--- src/diag_regs_pkg.sv ---
// constants, field layouts and carrier types for the bridge device and diagnostic control registers
`default_nettype none
package diag_regs_pkg;

   // =====================================================================
   // register map (index = printed offset, byte address = 4 * index)
   // =====================================================================
   localparam int              ADDR_W                   = 10;
   localparam logic [7:0]      ID_INDEX                 = 8'h00;
   localparam logic [7:0]      DEVICE_CONTROL_INDEX     = 8'h92;
   localparam logic [7:0]      DIAGNOSTIC_CONTROL_INDEX = 8'h93;
   localparam logic [1:0]      WORD_ALIGN               = 2'h0;

   // =====================================================================
   // reset values and fixed bits
   // =====================================================================
   localparam logic [7:0]      DEVICE_CONTROL_RESET     = 8'h66;
   localparam logic [7:0]      DIAGNOSTIC_CONTROL_RESET = 8'h60;
   localparam logic [7:0]      DEVICE_ZERO_MASK         = 8'h10;
   localparam logic [7:0]      DIAG_ONE_MASK            = 8'h40;
   localparam logic [31:0]     ID_MASKED_VALUE          = 32'hFFFFFFFF;
   localparam logic [23:0]     UPPER_ZERO               = 24'h000000;

   // =====================================================================
   // timing figures
   // =====================================================================
   localparam logic [6:0]      RETRY_LIMIT_SHORT        = 7'h10;
   localparam logic [6:0]      RETRY_LIMIT_LONG         = 7'h40;
   localparam int              DISCARD_SHORT_EXP        = 10;
   localparam int              DISCARD_LONG_EXP         = 15;
   localparam int              DT_W                     = 16;
   localparam logic [3:0]      CSC_HOST_ROUTE_CODE      = 4'h0;

   // =====================================================================
   // interrupt signalling modes
   // =====================================================================
   typedef enum logic [1:0] {
      INT_PARALLEL_PCI_ONLY  = 2'h0,
      INT_PARALLEL_IRQ_PCI   = 2'h1,
      INT_SERIAL_IRQ_PAR_PCI = 2'h2,
      INT_SERIAL_IRQ_PCI     = 2'h3
   } interrupt_mode_t;

   // =====================================================================
   // register layouts, first field is bit 7
   // =====================================================================
   typedef struct packed {
      logic            socket_power_hold;
      logic            low_voltage_socket_force;
      logic            diag_io_option;
      logic            reserved_zero;
      logic            vendor_test;
      interrupt_mode_t interrupt_signal_select;
      logic            nand_tree_enable;
   } device_control_t;

   typedef struct packed {
      logic            id_read_masking;
      logic            fixed_one;
      logic            card_status_change_route;
      logic            delayed_txn_off;
      logic            retry_latency_long;
      logic            card_discard_timer_select;
      logic            host_discard_timer_select;
      logic            zoom_video_model_select;
   } diagnostic_control_t;

endpackage : diag_regs_pkg
`default_nettype wire

--- src/cardbus_bridge_device_diag_regs.sv ---
// device control and diagnostic register bank with the logic they steer
`timescale 1ns/1ps
`default_nettype none

// Function
// - hold bit 7 set refuses socket power-down while the function is in D3
// - bit 6 forces low-voltage socket capability; reset reports capable
// - bit 5 is a read/write diagnostic option resetting to 1
// - bit 4 always reads 0; writes to it change nothing
// - software writes only 0 to bit 3; set shortens interrogation counter
// - bits 2-1 pick interrupt signalling mode; reset value 11 selects serial
// - bit 0 enables NAND-tree chain over input and bidirectional pins only
// - diagnostic bit 7 set makes ID reads all ones, else true values
// - diagnostic bit 6 is read-only and always reads 1
// - diagnostic bit 5 picks which compatibility bits route status changes to host
// - diagnostic bit 4 set disables the delayed transaction mechanism
// - diagnostic bit 3 set lengthens retry latency from 16 to 64 clocks
// - diagnostic bit 2 selects card-side discard timer, 2^10 set, 2^15 clear
// - diagnostic bit 1 selects host-side discard timer, 2^10 set, 2^15 clear
// - diagnostic bit 0 at 0 picks new zoomed video model, 1 legacy
module cardbus_bridge_device_diag_regs
   import diag_regs_pkg::*;
#(
   parameter logic [15:0] VENDOR_ID_VALUE      = 16'h1234, // arbitrary value
   parameter logic [15:0] DEVICE_ID_VALUE      = 16'h5678, // arbitrary value
   parameter int          DISCARD_SHORT_CYCLES = 2 ** DISCARD_SHORT_EXP,
   parameter int          DISCARD_LONG_CYCLES  = 2 ** DISCARD_LONG_EXP,
   parameter int          INTERROGATE_CYCLES   = 4000,
   parameter int          INTERROGATE_SHORT    = 16,
   parameter int          NAND_PINS            = 8,
   parameter logic [7:0]  NAND_PIN_MASK        = 8'hFF
)(
   input  wire logic                  clk_in,
   input  wire logic                  rst_in,
   input  wire logic                  psel_in,
   input  wire logic                  penable_in,
   input  wire logic                  pwrite_in,
   input  wire logic [ADDR_W-1:0]     paddr_in,
   input  wire logic [31:0]           pwdata_in,
   input  wire logic [3:0]            pstrb_in,
   output logic                       pready_out,
   output logic [31:0]                prdata_out,
   output logic                       pslverr_out,
   input  wire logic                  function_in_d3_in,
   input  wire logic                  socket_power_down_req_in,
   input  wire logic                  socket_power_up_req_in,
   output logic                       socket_power_on_out,
   output logic                       power_down_refused_out,
   output logic                       interrogate_tick_out,
   input  wire logic [NAND_PINS-1:0]  nand_pins_in,
   output logic                       nand_tree_out,
   input  wire logic                  csc_event_in,
   input  wire logic                  compat_803_bit4_in,
   input  wire logic [3:0]            compat_805_route_in,
   output logic                       csc_to_host_out,
   input  wire logic                  card_dt_start_in,
   input  wire logic                  card_dt_done_in,
   output logic                       card_dt_expired_out,
   input  wire logic                  host_dt_start_in,
   input  wire logic                  host_dt_done_in,
   output logic                       host_dt_expired_out,
   output logic [6:0]                 retry_latency_limit_out,
   output device_control_t            device_control_out,
   output diagnostic_control_t        diagnostic_control_out
);

   // =====================================================================
   // state of the whole block
   // =====================================================================
   // all state in one packed struct
   typedef struct packed {
      device_control_t     dev;
      diagnostic_control_t diag;
      logic [31:0]         rdata;
      logic                slverr;
      logic                socket_on;
      logic                refused;
      logic [DT_W-1:0]     interrogate_cnt;
      logic                interrogate_tick;
      logic                nand_out;
      logic                csc_out;
      logic [DT_W-1:0]     card_cnt;
      logic                card_run;
      logic                card_expired;
      logic [DT_W-1:0]     host_cnt;
      logic                host_run;
      logic                host_expired;
      logic [6:0]          retry_limit;
   } state_t;

   // reset image of the state
   // register fields at their defaults, pulses low
   // socket power off until an up request
   localparam state_t STATE_RESET = '{
      dev:              device_control_t'(DEVICE_CONTROL_RESET),
      diag:             diagnostic_control_t'(DIAGNOSTIC_CONTROL_RESET),
      rdata:            '0,
      slverr:           1'b0,
      socket_on:        1'b0,
      refused:          1'b0,
      interrogate_cnt:  '0,
      interrogate_tick: 1'b0,
      nand_out:         1'b0,
      csc_out:          1'b0,
      card_cnt:         '0,
      card_run:         1'b0,
      card_expired:     1'b0,
      host_cnt:         '0,
      host_run:         1'b0,
      host_expired:     1'b0,
      retry_limit:      RETRY_LIMIT_SHORT
   };

   state_t state_reg;
   state_t state_next;

   // =====================================================================
   // helpers
   // =====================================================================
   // decoding used more than once
   // last count of a discard timer for a select bit
   function automatic logic [DT_W-1:0] discard_last(input logic short_sel);
      if (short_sel)
         discard_last = DT_W'(DISCARD_SHORT_CYCLES - 1);
      else
         discard_last = DT_W'(DISCARD_LONG_CYCLES - 1);
   endfunction : discard_last

   // byte address of a register index
   function automatic logic [ADDR_W-1:0] reg_addr(input logic [7:0] index);
      // aligned word, low two bits zero
      reg_addr = {index, WORD_ALIGN};
   endfunction : reg_addr

   // one step of a discard timer: run, count, expire once
   function automatic logic [DT_W+1:0] discard_step(
      input logic            enable,
      input logic            start,
      input logic            done,
      input logic            running,
      input logic [DT_W-1:0] count,
      input logic [DT_W-1:0] last
   );
      logic            run_n;
      logic            exp_n;
      logic [DT_W-1:0] cnt_n;
      run_n = running;
      exp_n = 1'b0;
      cnt_n = count;
      // done or disable beats start
      // so a late start cannot revive a cleared timer
      if (!enable || done)
      begin
         run_n = 1'b0;
         cnt_n = '0;
      end
      else if (start)
      begin
         run_n = 1'b1;
         cnt_n = '0;
      end
      // expire once at the last count, then idle
      else if (running)
      begin
         if (count == last)
         begin
            run_n = 1'b0;
            exp_n = 1'b1;
            cnt_n = '0;
         end
         else
            cnt_n = count + DT_W'(1);
      end
      discard_step = {run_n, exp_n, cnt_n};
   endfunction : discard_step

   // apb decode terms
   logic setup_phase;
   logic access_write;
   logic nand_chain;

   // apb phases, slave never inserts wait states
   // read data latched in setup, so prdata_out
   // comes from a flip-flop in the access cycle
   // only strobe lane 0 gates the 8-bit registers
   assign setup_phase  = psel_in && !penable_in;
   assign access_write = psel_in && penable_in && pwrite_in && pstrb_in[0];
   assign pready_out   = psel_in && penable_in;

   // =====================================================================
   // nand tree over input and bidirectional pins only
   // =====================================================================
   always_comb
   begin
      // output-only pins masked out of the chain
      // chain starts at one, each pin folds in once
      nand_chain = 1'b1;
      for (int i = 0; i < NAND_PINS; i++)
      begin
         if (NAND_PIN_MASK[i])
            nand_chain = ~(nand_chain & nand_pins_in[i]);
      end
   end

   // =====================================================================
   // next state
   // =====================================================================
   always_comb
   begin
      logic [DT_W+1:0] card_step;
      logic [DT_W+1:0] host_step;
      logic [DT_W-1:0] interrogate_last;
      state_next = state_reg;
      card_step  = '0;
      host_step  = '0;
      interrogate_last = '0;

      // read data and error captured in the setup cycle
      // unmapped address: error flag and zero data
      if (setup_phase)
      begin
         state_next.slverr = 1'b0;
         if (paddr_in == reg_addr(DEVICE_CONTROL_INDEX))
            state_next.rdata = {UPPER_ZERO, state_reg.dev};
         else if (paddr_in == reg_addr(DIAGNOSTIC_CONTROL_INDEX))
            state_next.rdata = {UPPER_ZERO, state_reg.diag};
         else if (paddr_in == reg_addr(ID_INDEX))
         begin
            if (state_reg.diag.id_read_masking)
               state_next.rdata = ID_MASKED_VALUE;
            else
               state_next.rdata = {DEVICE_ID_VALUE, VENDOR_ID_VALUE};
         end
         else
         begin
            state_next.rdata  = '0;
            state_next.slverr = 1'b1;
         end
      end

      // register writes at the access edge
      // reserved bit forced low, fixed diag bit high
      // id word and unmapped writes change nothing
      if (access_write && paddr_in == reg_addr(DEVICE_CONTROL_INDEX))
         state_next.dev = device_control_t'(pwdata_in[7:0] & ~DEVICE_ZERO_MASK);
      if (access_write && paddr_in == reg_addr(DIAGNOSTIC_CONTROL_INDEX))
         state_next.diag = diagnostic_control_t'(pwdata_in[7:0] | DIAG_ONE_MASK);

      // socket power with hold in D3
      // down request wins over up in one cycle
      // refusal is high one cycle per down request cycle, level kept
      state_next.refused = 1'b0;
      if (socket_power_down_req_in)
      begin
         if (state_reg.dev.socket_power_hold && function_in_d3_in)
            state_next.refused = 1'b1;
         else
            state_next.socket_on = 1'b0;
      end
      else if (socket_power_up_req_in)
         state_next.socket_on = 1'b1;

      // interrogation counter, shortened by the test bit
      // wrap on >= so a switch to short acts at once
      if (state_reg.dev.vendor_test)
         interrogate_last = DT_W'(INTERROGATE_SHORT - 1);
      else
         interrogate_last = DT_W'(INTERROGATE_CYCLES - 1);
      state_next.interrogate_tick = 1'b0;
      if (state_reg.interrogate_cnt >= interrogate_last)
      begin
         state_next.interrogate_cnt  = '0;
         state_next.interrogate_tick = 1'b1;
      end
      else
         state_next.interrogate_cnt = state_reg.interrogate_cnt + DT_W'(1);

      // nand tree output only while enabled
      state_next.nand_out = state_reg.dev.nand_tree_enable && nand_chain;

      // card status change routing to host
      // diagnostic bit 5 picks the compatibility test
      if (state_reg.diag.card_status_change_route)
         state_next.csc_out = csc_event_in && (compat_805_route_in == CSC_HOST_ROUTE_CODE);
      else
         state_next.csc_out = csc_event_in && compat_803_bit4_in;

      // retry latency limit
      // follows the diagnostic bit one cycle later
      if (state_reg.diag.retry_latency_long)
         state_next.retry_limit = RETRY_LIMIT_LONG;
      else
         state_next.retry_limit = RETRY_LIMIT_SHORT;

      // discard timers, idle while delayed transactions are off
      // both timers share the disable bit
      card_step = discard_step(!state_reg.diag.delayed_txn_off, card_dt_start_in, card_dt_done_in,
                               state_reg.card_run, state_reg.card_cnt,
                               discard_last(state_reg.diag.card_discard_timer_select));
      host_step = discard_step(!state_reg.diag.delayed_txn_off, host_dt_start_in, host_dt_done_in,
                               state_reg.host_run, state_reg.host_cnt,
                               discard_last(state_reg.diag.host_discard_timer_select));
      // unpack run, expired and count
      state_next.card_run     = card_step[DT_W+1];
      state_next.card_expired = card_step[DT_W];
      state_next.card_cnt     = card_step[DT_W-1:0];
      state_next.host_run     = host_step[DT_W+1];
      state_next.host_expired = host_step[DT_W];
      state_next.host_cnt     = host_step[DT_W-1:0];
   end

   // =====================================================================
   // state register
   // =====================================================================
   // async reset loads the default image
   always_ff @(posedge clk_in or posedge rst_in)
   begin
      if (rst_in)
         state_reg <= STATE_RESET;
      else
         state_reg <= state_next;
   end

   // =====================================================================
   // outputs
   // =====================================================================
   assign prdata_out              = state_reg.rdata;
   // error shown only in the access phase
   assign pslverr_out             = state_reg.slverr && psel_in && penable_in;
   assign socket_power_on_out     = state_reg.socket_on;
   assign power_down_refused_out  = state_reg.refused;
   assign interrogate_tick_out    = state_reg.interrogate_tick;
   assign nand_tree_out           = state_reg.nand_out;
   assign csc_to_host_out         = state_reg.csc_out;
   assign card_dt_expired_out     = state_reg.card_expired;
   assign host_dt_expired_out     = state_reg.host_expired;
   assign retry_latency_limit_out = state_reg.retry_limit;
   // register contents for the steered logic
   assign device_control_out      = state_reg.dev;
   assign diagnostic_control_out  = state_reg.diag;

endmodule : cardbus_bridge_device_diag_regs
`default_nettype wire

--- config.mk ---
export PLATFORM = sky130hd
export DESIGN_NAME = cardbus_bridge_device_diag_regs
export DESIGN_NICKNAME = d
export VERILOG_FILES = /design/src/diag_regs_pkg.sv /design/src/cardbus_bridge_device_diag_regs.sv
export SDC_FILE = /design/constraint.sdc
export NUM_CORES = 1
export LEC_CHECK = 0
export BUFFER_PORTS_ARGS = -buffer_cell sky130_fd_sc_hd__buf_2
export CORE_UTILIZATION = 47
export DETAILED_ROUTE_END_ITERATION = 8
export HOLD_SLACK_MARGIN = 0.05
export PLACE_DENSITY = 0.77
export SLEW_MARGIN = 20
export SYNTH_ARGS = -nofsm -noshare
export SYNTH_HDL_FRONTEND = slang
export SYNTH_SLANG_ARGS = --single-unit
--- constraint.sdc ---
create_clock -name clk_in -period 2.4 [get_ports clk_in]
set_clock_uncertainty 0.15 [all_clocks]
set_input_delay 0 -clock clk_in [delete_from_list [all_inputs] [get_ports clk_in]]
set_output_delay 0 -clock clk_in [all_outputs]
set_load 0.01 [all_outputs]
==> results of run 1 <==
==> logic make-up (layout without fill, tap and decap cells) <==
kind of cell / Yosys count / after routing
AOI/OAI and AO/OA: 51 / 51
xor gates and xnor gates: 33 / 33
adders and majority gates: 9 / 9
buffers and inverters: 73 / 161
DFF: 84 / 84
muxes: 15 / 15
other: 2 / 10
and+or+nand+nor: 183 / 183
==> worst max-delay path by stage <==
| stage | slack, ns | cells after the start | endpoint |
|---|---|---|---|
| after CTS | 0.06 | 8 | diagnostic_control_out[3] |
| after global placement | 0.33 | 6 | state_reg[51] |
| final | 0.19 | 8 | diagnostic_control_out[3] |
| after detailed placement | 0.28 | 6 | state_reg[48] |
| after floorplan | 0.09 | 1 | card_dt_expired_out |
| after global routing | 0.06 | 7 | state_reg[26] |
==> layout by cell type, fill, tap and decap left out, drive strengths merged, types with 13 or more instances in the layout <==
master,instances
xnor2,14
mux2,14
nor2,53
nand3,20
dlygate4sd3,27
buf,111
xor2,19
a21oi,13
o21ai,14
nand2,38
dfrtp,78
==> layer usage <==
| layer | wire length (um) | GRT usage (%) |
|---|---|---|
| met1 | 3970 | 23.4 |
| met2 | 4470 | 32.4 |
| met3 | 400 | 3.34 |
| met4 | 132 | 5.66 |
| met5 | 0 | 0 |
==> power by group through the flow <==
| stage | combinational, mW | sequential (mW) | clock (mW) |
|---|---|---|---|
| finish | 0.183 | 1.44 | 1.02 |
| global route | 0.205 | 1.44 | 1.10 |
| detailed placement | 0.155 | 1.47 | 0 |
| CTS | 0.184 | 1.44 | 1.04 |
| global placement | 0.150 | 1.47 | 0 |
| floorplan | 0.0974 | 1.46 | 0 |
==> through the flow <==
stage	utilization (%)	power, mW	cells	area [um^2]
2_1_floorplan	-	1.56	458	4520
3_3_place_gp	51.7	1.62	628	4770
3_5_place_dp	51.7	1.62	628	4770
4_1_cts	56.8	2.67	671	5240
5_1_grt	57.2	2.75	675	5290
6_report	57.2	2.64	675	5290
==> tightest hold or removal path: cells and delay by family <==
kind | cells | cell delay [ns]
AND/OR/NAND/NOR | 2 | 0.32
AO/OA/AOI/OAI | 1 | 0.12
buffers and inverters | 1 | 0.07
==> cell type report <==
type                            instances  area (um^2)  area share (%)
Sequential cell                        84         2110            39.9
Multi-Input combinational cell        301         1930            36.4
Clock inverter                          6         62.6            1.18
Timing Repair Buffer                  138          863            16.3
Tap cell                              129          161            3.05
Inverter                                7         27.5           0.520
Clock buffer                           10          138            2.60
==> timing repair <==
action	in CTS	in global routing
setup endpoints to repair	0	2
hold buffers	27	0
resized for setup	0	3
hold endpoints to repair	122	0
buffers inserted	0	4
==> results.md, run 1 <==
- Status: finished, final reports clean
- Comb power frac: around 7%
- R2r setup slk: 0.24 ns
- Data required time at the worst endpoint: 2.54 ns
- CORE AREA: 9240 um^2
- Yosys reg bits: 84
- Pin count of the biggest net entering global routing: 54
- CP max FO: 7
- Min-delay src: paddr_in[0]
- Crit-path slowest cell: dlygate4sd3_1
- Hold Path Class: input pin to flip-flop
- Synth warn: 0
- Setup WS post-layout: a little under 0.2 ns
- Setup CP Type: input pin to flip-flop
- Wire length of the first global-routing pass: 14,900 um
- WHS: roughly 0.055 ns
- Slowest Stage Delay on Critical Path: 0.55 ns
- Synth top area cells: dfrtp_1 (43%), buf_4 (9.4%), nor2_1 (4.4%)
- Max Freq: 0.453 GHz
- H-tree levels: 3
- Cell count after synthesis: 450
- Worst path bufs/invs: 4
- Setup TNS: 0 ns
- Adder-cell area share of the yosys netlist: 2.51%
- Root buf cell: clkbuf_8
- Slew margin rel.: ~54%
- CP endpoint kind: flip-flop
- Post-synth EDFFs: 0
- Largest family of logic cells by synthesized area: simple AND/OR/NAND/NOR gates
- Post-Synth Simple-Gate Area: 21.2%
- Clk sinks: 84
- Initial core utilization: 48.6%
- Max Slew Vio Count: 0
- Total CTS buffers: 9
- Antenna fix cells: 0
- Synth Area in Compound Gates: between 7 and 8%
- Initial DRC count: 115
- IO Port Bufs: 101
- Fill cell count: approximately 800
- Initial antenna violation count: 0
- Largest delay share family, worst path: buffers and inverters
- DIE AREA: 9960 um^2
- Final period utilization: 92.0%
- Total grt overflow: 0
- Die Ht: approximately 100 um
- Share of cells above drive strength 1: 29.3%
- Clock power share: 38.5%
- Place WS: 0.275 ns
- Worst hold stages: 4
- DRT Wirelength: 8980 um
- P_leak: 2.59 nW
- Mapped Area: 4490 um^2
- P_int: roughly 2.0 mW
- Crit-path cells: dlygate4sd3_1, buf_2, nand2_1, nor3_4, nand2_1, dlygate4sd3_1, o21ai_0, dlygate4sd3_1
- Critical path launch point type: input pin
- WP data arrival: 2.35 ns
- Count of cell types in the netlist: 56
- Vias in the first global route: 3,251
- Post-DP HPWL: 6410 um
- Area grow syn2layout: 17.7%
- Sequential area share after synthesis: 46.9%
- Vias per cell: 5.11
- RSZ-0062 raised after global routing: false
- Layout net count: roughly 620
- Max reg flops: 51
- Initial DRT Pass Iterations: 4
- GPL Wtd Cong: between 0.8 and 0.9
- Syn_area_per_cell: 9.99 um^2
- Synth top area share: 43.4%
- Xor-xnor portion of the synthesized cell area: 6.43%
- Net switching power: 620 uW
- Hold Path End: prdata_out[6]
- Max-cap viol count: 0
- Part of the power in registers: about 55%
- Reg-to-Reg Start: state_reg[27]
- Dominant synthesized flop cell: dfrtp_1
- DR WL/cell: ~13 um
- Minimum clock period: 2.21 ns
- Worst skew pair latency: between 0.3 and 0.4 ns
- Cell accounting for the most synthesized area: dfrtp_1
- Vias: approximately 3,400
- Crit path from: paddr_in[2]
- CTS tree: done
- Sw frac: a little under a quarter
- Pwr/cell area: approximately 500 nW/um^2
- Post-DRT Antenna Nets: 0
- Async set or reset register ratio after synthesis: 100%
- Worst-path clk slew: 0.09 ns
- Slew @ Worst Pin: 0.678 ns
- Max VDD drop: 0.000306 V
- Mux cell area share after synthesis: 3.73%
- Worst flop-to-flop path endpoint: state_reg[26]
- DR DRC count: 0
- Final Hold Viols: 0
- Cell types with the highest counts after synthesis: dfrtp_1 (78), buf_4 (56), nor2_1 (53), nand2_1 (38), nand3_1 (20)
- GRT Total Usage: 18.5%
- Most frequent CP cell: dlygate4sd3_1
- Die span in x: 99.8 um
- Rows: 35
- I/O pin count: 136
- Clk buf depth: 2
- Final setup fails: 0
- Most instantiated library cell after synthesis: dfrtp_1
- Cells on worst reg2reg path: 7
Power figures use the tool's default switching activity.
==> run 2: changes to the inputs <==
--- a/config.mk
+++ b/config.mk
@@ -7,8 +7,9 @@
 export LEC_CHECK = 0
 export BUFFER_PORTS_ARGS = -buffer_cell sky130_fd_sc_hd__buf_2
-export CORE_UTILIZATION = 47
+export CORE_ASPECT_RATIO = 1.25
+export CORE_UTILIZATION = 50
 export DETAILED_ROUTE_END_ITERATION = 8
 export HOLD_SLACK_MARGIN = 0.05
-export PLACE_DENSITY = 0.77
+export PLACE_DENSITY = 0.78
 export SLEW_MARGIN = 20
 export SYNTH_ARGS = -nofsm -noshare
==> constraint.sdc (replaced) <==
create_clock -name clk_in -period 2.8 [get_ports clk_in]
set_clock_uncertainty 0.15 [all_clocks]
set_input_delay 0.56 -clock clk_in [delete_from_list [all_inputs] [get_ports clk_in]]
set_output_delay 0.56 -clock clk_in [all_outputs]
set_load 0.01 [all_outputs]
==> run 2 against run 1 <==
Sequential share of layout area increased by 1.9 points. Via count decreased by 3.3%. Utilization increased by 0.71 points. Design area decreased by 4.7%. Clock power increased by 12%. Routed wire length decreased by 2.4%. Worst hold slack improved by 0.18 ns. Global-route usage increased by 1.8 points. Sequential cell count unchanged. Die area decreased by 5.9%. Final cell count decreased by 5.9%. Non-clock buffer count decreased by 31. Highest routed layer unchanged.
==> results.md, run 2 (synthesis results as in run 1) <==
- Worst skew pair latency: 0.36 ns (was 0.35 ns)
- GRT Total Usage: 20.3% (was 18.5%)
- Initial core utilization: 51.7% (was 48.6%)
- Pin count of the biggest net entering global routing: 46 (was 54)
- DRT Wirelength: 8760 um (was 8980 um)
- Max-cap viol count: 0 (unchanged)
- CP max FO: 11 (was 7)
- Place WS: 0.414 ns (was 0.275 ns)
- Slew margin rel.: 55.5% (was 54.4%)
- Max Freq: between 0.4 and 0.5 GHz
- Die span in x: 86.8 um (was 99.8 um)
- Slew @ Worst Pin: 0.661 ns (was 0.678 ns)
- Final Hold Viols: 0 (unchanged)
- Top Usage Layer GRT: met2 (unchanged)
- Hold Path Class: input pin to flip-flop (unchanged)
- Commonest cells after routing, fill and taps aside: buf_2 (101), dfrtp_1 (78), nor2_1 (53) (was buf_2 (101), dfrtp_1 (78), nor2_1 (52))
- Setup CP Type: flip-flop to flip-flop (was input pin to flip-flop)
- H-tree levels: 3 (unchanged)
- Rows: 38 (was 35)
- Hold_buf cts: 1 (was 27)
- Layout net count: 591 (was 622)
- Fill cell count: 760 (was 803)
- Vias per cell: 5.25 (was 5.11)
- Status: finished, final reports clean (unchanged)
- Total CTS buffers: 9 (unchanged)
- Post-DP HPWL: 6410 um (about the same)
- Antenna fix cells: 0 (unchanged)
- IO Port Bufs: 101 (unchanged)
- CORE AREA: 8700 um^2 (was 9240 um^2)
- Worst-path clk slew: 0.08 ns (was 0.09 ns)
- Setup TNS: 0 ns (unchanged)
- Vias: 3,334 (was 3,446)
- Setup WS post-layout: 0.566 ns (was 0.192 ns)
- Worst flop-to-flop path endpoint: state_reg[38] (was state_reg[26])
- DR WL/cell: 13.8 um (was 13.3 um)
- GPL Wtd Cong: 0.837 (was 0.821)
- Cells on worst reg2reg path: 6 (was 7)
- CP endpoint kind: flip-flop (unchanged)
- Post-DRT Antenna Nets: 0 (unchanged)
- Commonest non-fill, non-tap cell in the layout: buf_2 (unchanged)
- WP data arrival: 2.31 ns (was 2.35 ns)
- Root buf cell: clkbuf_8 (unchanged)
- Vias in the first global route: 3,260 (was 3,251)
- Clk sinks: 84 (unchanged)
- Max Slew Vio Count: 0 (unchanged)
- Die Ht: 108 um (was 99.8 um)
- Cell Area, Placed: 4760 um^2 (was 4770 um^2)
- Minimum clock period: 2.23 ns
- Final period utilization: 79.8%
- Max VDD drop: 0.000300 V (was 0.000306 V)
- Reg-to-Reg Start: state_reg[27] (unchanged)
- Area grow syn2layout: 12.2% (was 17.7%)
- Crit path from: state_reg[27] (was paddr_in[2])
- R2r setup slk: 0.57 ns (was 0.24 ns)
- Initial DRT Pass Iterations: 4 (unchanged)
- Final setup fails: 0 (unchanged)
- Grt met1 use: 23.7% (was 23.4%)
- DIE AREA: 9370 um^2 (was 9960 um^2)
- Critical Path Sink: state_reg[38] (was diagnostic_control_out[3])
- DR DRC count: 0 (unchanged)
- Initial antenna violation count: 0 (unchanged)
- Wire length of the first global-routing pass: 14,800 um (was 14,900 um)
- Finished Cell Area: 5040 um^2 (was 5290 um^2)
- Max reg flops: 51 (unchanged)
- Global-route track usage on met3: 5.11% (was 3.34%)
- Share of cells above drive strength 1: 29.5% (was 29.3%)
- I/O pin count: 136 (unchanged)
- P_leak: 2.48 nW (was 2.59 nW)
- Critical path launch point type: flip-flop (was input pin)
- Clk buf depth: 2 (unchanged)
- RSZ-0062 raised after global routing: false (unchanged)
- Initial DRC count: 88 (was 115)
- Multi-input gate area: 1910 um^2 (was 1930 um^2)
- Data required time at the worst endpoint: 2.87 ns (was 2.54 ns)
- Total grt overflow: 0 (unchanged)
- CTS tree: done (unchanged)
- Pwr/cell area: 498 nW/um^2 (was 499 nW/um^2)
- FF+latch area: 2110 um^2 (unchanged)
- Post-CTS setup buffer count: 0 (unchanged)
- GR Util met2: 34.8% (was 32.4%)
- CTS resizes: 0 (unchanged)
run 2: changes by cell type in the layout (fill, tap and decap cells not counted), moves of 3 or more:
cell and delta:
buf_4 -5, dlygate4sd3_1 -26, clkinv_2 -4, bufinv_16 +3
run 2: routing by layer:
| layer | vias up | share of wire (%) | wire, um |
|---|---|---|---|
| met2 | 107 | 51 | 4470 |
| met1 | 1588 | 43 | 3750 |
| li1 | 1623 | - | - |
| met4 | 0 | 2.2 | 193 |
| met5 | - | 0 | 0 |
| met3 | 16 | 4.1 | 359 |
run 2: how the worst min path moves through the flow:
stage                              start                         end  cells past startpoint  slack (ns)
3_5_place_dp   diagnostic_control_out[3]  retry_latency_limit_out[6]                      0        0.27
6_report        socket_power_down_req_in         socket_power_on_out                      2        0.23
4_1_cts         socket_power_down_req_in         socket_power_on_out                      2        0.21
2_1_floorplan  diagnostic_control_out[3]  retry_latency_limit_out[6]                      0        0.25
3_3_place_gp   diagnostic_control_out[3]  retry_latency_limit_out[6]                      0        0.27
5_1_grt         socket_power_down_req_in         socket_power_on_out                      2        0.23
run 2: worst max-delay path, stage by stage (launching register included):
cell and delay [ns]:
dfrtp_1 0.43, ha_1 0.22, nand2_1 0.10, nor2_1 0.15
nand3_1 0.32, o21ai_0 0.62, nor2_1 0.11
run 2: per-stage QoR:
step	hold slack [ns]	power [mW]	utilization (%)	cells
2_1_floorplan	0.245	1.34	-	458
3_3_place_gp	0.268	1.39	54.7	618
3_5_place_dp	0.273	1.39	54.7	618
4_1_cts	0.211	2.54	58.0	635
5_1_grt	0.234	2.61	58.0	635
6_report	0.232	2.51	58.0	635
run 2: report_power, final:
part	switching [mW]	leakage [nW]	internal [mW]
Sequential	0.0115	1.12	1.22
Clock	0.412	0.137	0.732
Combinational	0.0830	1.22	0.0499
run 2: area by class of cell:
cell class	count	share of cell area (%)
clock buffers	12	3.08
clock inverters	4	2.38
inverters	7	0.596
multi-input cells	301	37.9
flip-flops and latches	84	41.8
well taps	120	2.98
repair buffers	107	11.2
==> run 3: changes to the inputs <==
- ABC_AREA: not set -> 1
- CORE_UTILIZATION: 50 -> 48
- PLACE_DENSITY: 0.78 -> 0.77
- clock period: 2.8 -> 1.9 ns (I/O delays scaled with it)
==> run 3 against run 2 <==
Global-route usage grew 0.85 points. Largest power group unchanged. Critical path depth grew 3. Worst setup slack lost 0.45 ns. Worst hold slack lost 0.16 ns. Critical path type unchanged. Clock power grew 44%. Sequential cell count is the same. Critical endpoint is now state_reg[47]. Highest routed layer unchanged.
==> results.md, run 3 <==
- Status: finished, final reports clean (unchanged)
- Total power: 3.62 mW (was 2.51 mW)
- Max VDD drop: 0.000415 V (was 0.000300 V)
- Post-synth EDFFs: 0 (unchanged)
- Place WS: 0.0862 ns (was 0.414 ns)
- Cell accounting for the most synthesized area: dfrtp_1 (unchanged)
- CORE AREA: 10,100 um^2 (was 8700 um^2)
- Largest family of logic cells by synthesized area: simple AND/OR/NAND/NOR gates (unchanged)
- Min-delay src: socket_power_down_req_in (unchanged)
- Final setup fails: 0 (unchanged)
- Max Freq: 0.562 GHz (was 0.448 GHz)
- Mapped Area: 4970 um^2 (was 4490 um^2)
- Crit-path slowest cell: dfrtp_2 (was o21ai_0)
- Antenna fix cells: 0 (unchanged)
- Async set or reset register ratio after synthesis: 100% (unchanged)
- Vias in the first global route: 4,158 (was 3,260)
- P_int: 2.79 mW (was 2.01 mW)
- Dominant synthesized flop cell: dfrtp_1 (unchanged)
- Clk sinks: 84 (unchanged)
- Most instantiated library cell after synthesis: nand2_1 (was dfrtp_1)
- Multi-input gate area: 2180 um^2 (was 1910 um^2)
- RSZ-0062 raised after global routing: false (unchanged)
- Minimum clock period: 1.78 ns (was 2.23 ns)
- Max Slew Vio Count: 0 (unchanged)
- Cell types with the highest counts after synthesis: nand2_1 (171), nor2_1 (89), dfrtp_1 (78), inv_1 (66), nand3_1 (63) (was dfrtp_1 (78), buf_4 (56), nor2_1 (53), nand2_1 (38), nand3_1 (20))
- Pin count of the biggest net entering global routing: 61 (was 46)
- Cell count after synthesis: 659 (was 450)
- Adder-cell area share of the yosys netlist: 2.26% (was 2.51%)
- Slowest Stage Delay on Critical Path: 0.47 ns (was 0.62 ns)
- Initial DRT Pass Iterations: 5 (was 4)
- Clk buf depth: 2 (unchanged)
- Worst-path clk slew: 0.06 ns (was 0.08 ns)
- Worst skew pair latency: 0.34 ns (was 0.36 ns)
- Cell Area, Placed: 5330 um^2 (was 4760 um^2)
- Data required time at the worst endpoint: 1.99 ns (was 2.87 ns)
- Total grt overflow: 0 (unchanged)
- DR WL/cell: 12.1 um (was 13.8 um)
- Share of cells above drive strength 1: 21.4% (was 29.5%)
- Area grow syn2layout: 13.4% (was 12.2%)
- Post-DP HPWL: 7910 um (was 6410 um)
- CP max FO: 14 (was 11)
- CTS tree: done (unchanged)
- Mux cell area share after synthesis: 0% (was 3.73%)
- Net switching power: 827 uW (was 506 uW)
- Final std cells w/o fill: 866 (was 635)
- Final Hold Viols: 0 (unchanged)
- Sequential area share after synthesis: 42.4% (was 46.9%)
- Rows: 41 (was 38)
- WP data arrival: 1.87 ns (was 2.31 ns)
- Max-cap viol count: 0 (unchanged)
- Count of cell types in the netlist: 32 (was 56)
- Initial antenna violation count: 0 (unchanged)
- Total CTS buffers: 9 (unchanged)
- Synth top area share: 39.2% (was 43.4%)
- Yosys reg bits: 84 (unchanged)
- Sw frac: 22.9% (was 20.1%)
- Post-CTS setup buffer count: 0 (unchanged)
- Finished Cell Area: 5640 um^2 (was 5040 um^2)
- Commonest non-fill, non-tap cell in the layout: nand2_1 (was buf_2)
- Xor-xnor portion of the synthesized cell area: 2.99% (was 6.43%)
- GRT Total Usage: 21.1% (was 20.3%)
- Post-Place Cells: 848 (was 618)
- Final period utilization: 93.7% (was 79.8%)
- Vias per cell: 5.04 (was 5.25)
- Max reg flops: 51 (unchanged)
- Crit path from: device_control_out[3] (was state_reg[27])
- Reg-to-Reg Start: device_control_out[3] (was state_reg[27])
- Initial core utilization: 49.2% (was 51.7%)
- Post-Synth Simple-Gate Area: 32.6% (was 21.2%)
- Die Ht: 116 um (was 108 um)
- DIE AREA: 10,800 um^2 (was 9370 um^2)
- H-tree levels: 3 (unchanged)
- Largest delay share family, worst path: flip-flops (was simple AND/OR/NAND/NOR gates)
- Setup TNS: 0 ns (unchanged)
- DRT Wirelength: 10,500 um (was 8760 um)
- Initial DRC count: 250 (was 88)
- Pwr/cell area: 642 nW/um^2 (was 498 nW/um^2)
- Die span in x: 93.0 um (was 86.8 um)
- Synth Area in Compound Gates: 5.31% (was 7.82%)
- IO Port Bufs: 101 (unchanged)
- Comb power frac: 4.8% (was 5.3%)
- I/O pin count: 136 (unchanged)
- Worst path bufs/invs: 2 (was 0)
- Part of the power in registers: 49.9% (was 49.2%)
- P_leak: 2.90 nW (was 2.48 nW)
- Post-DRT Antenna Nets: 0 (unchanged)
- Vias: 4,362 (was 3,334)
- Hold Path Class: input pin to flip-flop (unchanged)
- Clock power share: 45.2% (was 45.5%)
- Wire length of the first global-routing pass: 18,000 um (was 14,800 um)
- Syn_area_per_cell: 7.55 um^2 (was 9.99 um^2)
- Commonest cells after routing, fill and taps aside: nand2_1 (170), buf_2 (101), nor2_1 (89) (was buf_2 (101), dfrtp_1 (78), nor2_1 (53))
- DR DRC count: 0 (unchanged)
- Critical path launch point type: flip-flop (unchanged)
- Fill cell count: 965 (was 760)
- Crit-path cells: ha_1, inv_1, nor2_1, o21ai_0, nand3_1, nand2_1, nand2_1, buf_6, nor2_1 (was ha_1, nand2_1, nor2_1, nand3_1, o21ai_0, nor2_1)
- GPL Wtd Cong: 0.891 (was 0.837)
- Layout net count: 813 (was 591)
- Setup WS post-layout: 0.119 ns (was 0.566 ns)
- Synth top area cells: dfrtp_1 (39%), nand2_1 (13%), buf_4 (8.3%) (was dfrtp_1 (43%), buf_4 (9.4%), nor2_1 (4.4%))
- Root buf cell: clkbuf_16 (was clkbuf_8)
- Setup CP Type: flip-flop to flip-flop (unchanged)
- CP endpoint kind: flip-flop (unchanged)
- FF+latch area: 2110 um^2 (about the same)
- Synth warn: 0 (unchanged)
## run 3: cell types whose count changed in the layout (fill, tap and decap cells not counted), sizes merged, moves of 8 or more
| cell | change |
|---|---|
| buf | +8 |
| nand2 | +139 |
| xnor2 | -10 |
| nand3 | +45 |
| o21ai | +20 |
| mux2 | -14 |
| nor2 | +46 |
| and3 | -8 |
| inv | +60 |
## run 3: what timing repair did
action	CTS	global route
hold endpoints to repair	11	0
endpoints found under the setup margin	0	24
resized for setup	0	3
hold buffers	2	0
## run 3: layer usage
layer	GRT usage, %	vias up	wire length (um)
met5	0	-	0
met4	11.5	0	328
met3	3.54	25	422
met2	37.6	134	5340
met1	24.2	2024	4410
li1	-	2179	-
## run 3: kinds of logic after synthesis
| logic type | Yosys count |
|---|---|
| xor+xnor | 17 |
| flops | 84 |
| other cells | 2 |
| fa+ha+maj | 9 |
| compound gates | 49 |
| simple gates | 370 |
| buf+inv | 128 |
## run 3: path summary, 6_finish.rpt
kind	end	slack, ns	cells after the start
worst min-delay path	socket_power_on_out	0.07	2
worst max register to register	state_reg[47]	0.12	9
worst min register to register	state_reg[46]	0.31	1
max in group asynchronous	retry_latency_limit_out[4]	0.58	4
min in group asynchronous	state_reg[46]	0.40	3
worst max-delay path	state_reg[47]	0.12	9
## run 3: power by group through the flow
stage	Sequential (mW)	Combinational (mW)	Clock, mW
after floorplan	1.84	0.0945	0
after global placement	1.84	0.167	0
after detailed placement	1.84	0.173	0
after CTS	1.81	0.178	1.68
after global routing	1.81	0.201	1.75
final	1.81	0.175	1.64
## run 3: worst register-to-register path: stages (launching register included)
cell,delay [ns]
dfrtp_2,0.47
ha_1,0.32
inv_1,0.04
nor2_1,0.14
o21ai_0,0.11
nand3_1,0.10
nand2_1,0.05
nand2_1,0.07
buf_6,0.16
nor2_1,0.06
## run 3: cell type report
type | instances | area share (%)
inverters | 66 | 4.46
flip-flops and latches | 84 | 37.4
clock buffers | 11 | 4.30
multi-input cells | 455 | 38.7
repair buffers | 116 | 11.6
clock inverters | 5 | 0.643
well taps | 129 | 2.86
## run 3: through the flow
stage                     util (%)  hold slack (ns)
after floorplan                  -            0.246
after global placement        52.8            0.191
after detailed placement      52.8            0.202
after CTS                     55.7           0.0621
after global routing          55.8           0.0866
final                         55.8           0.0705
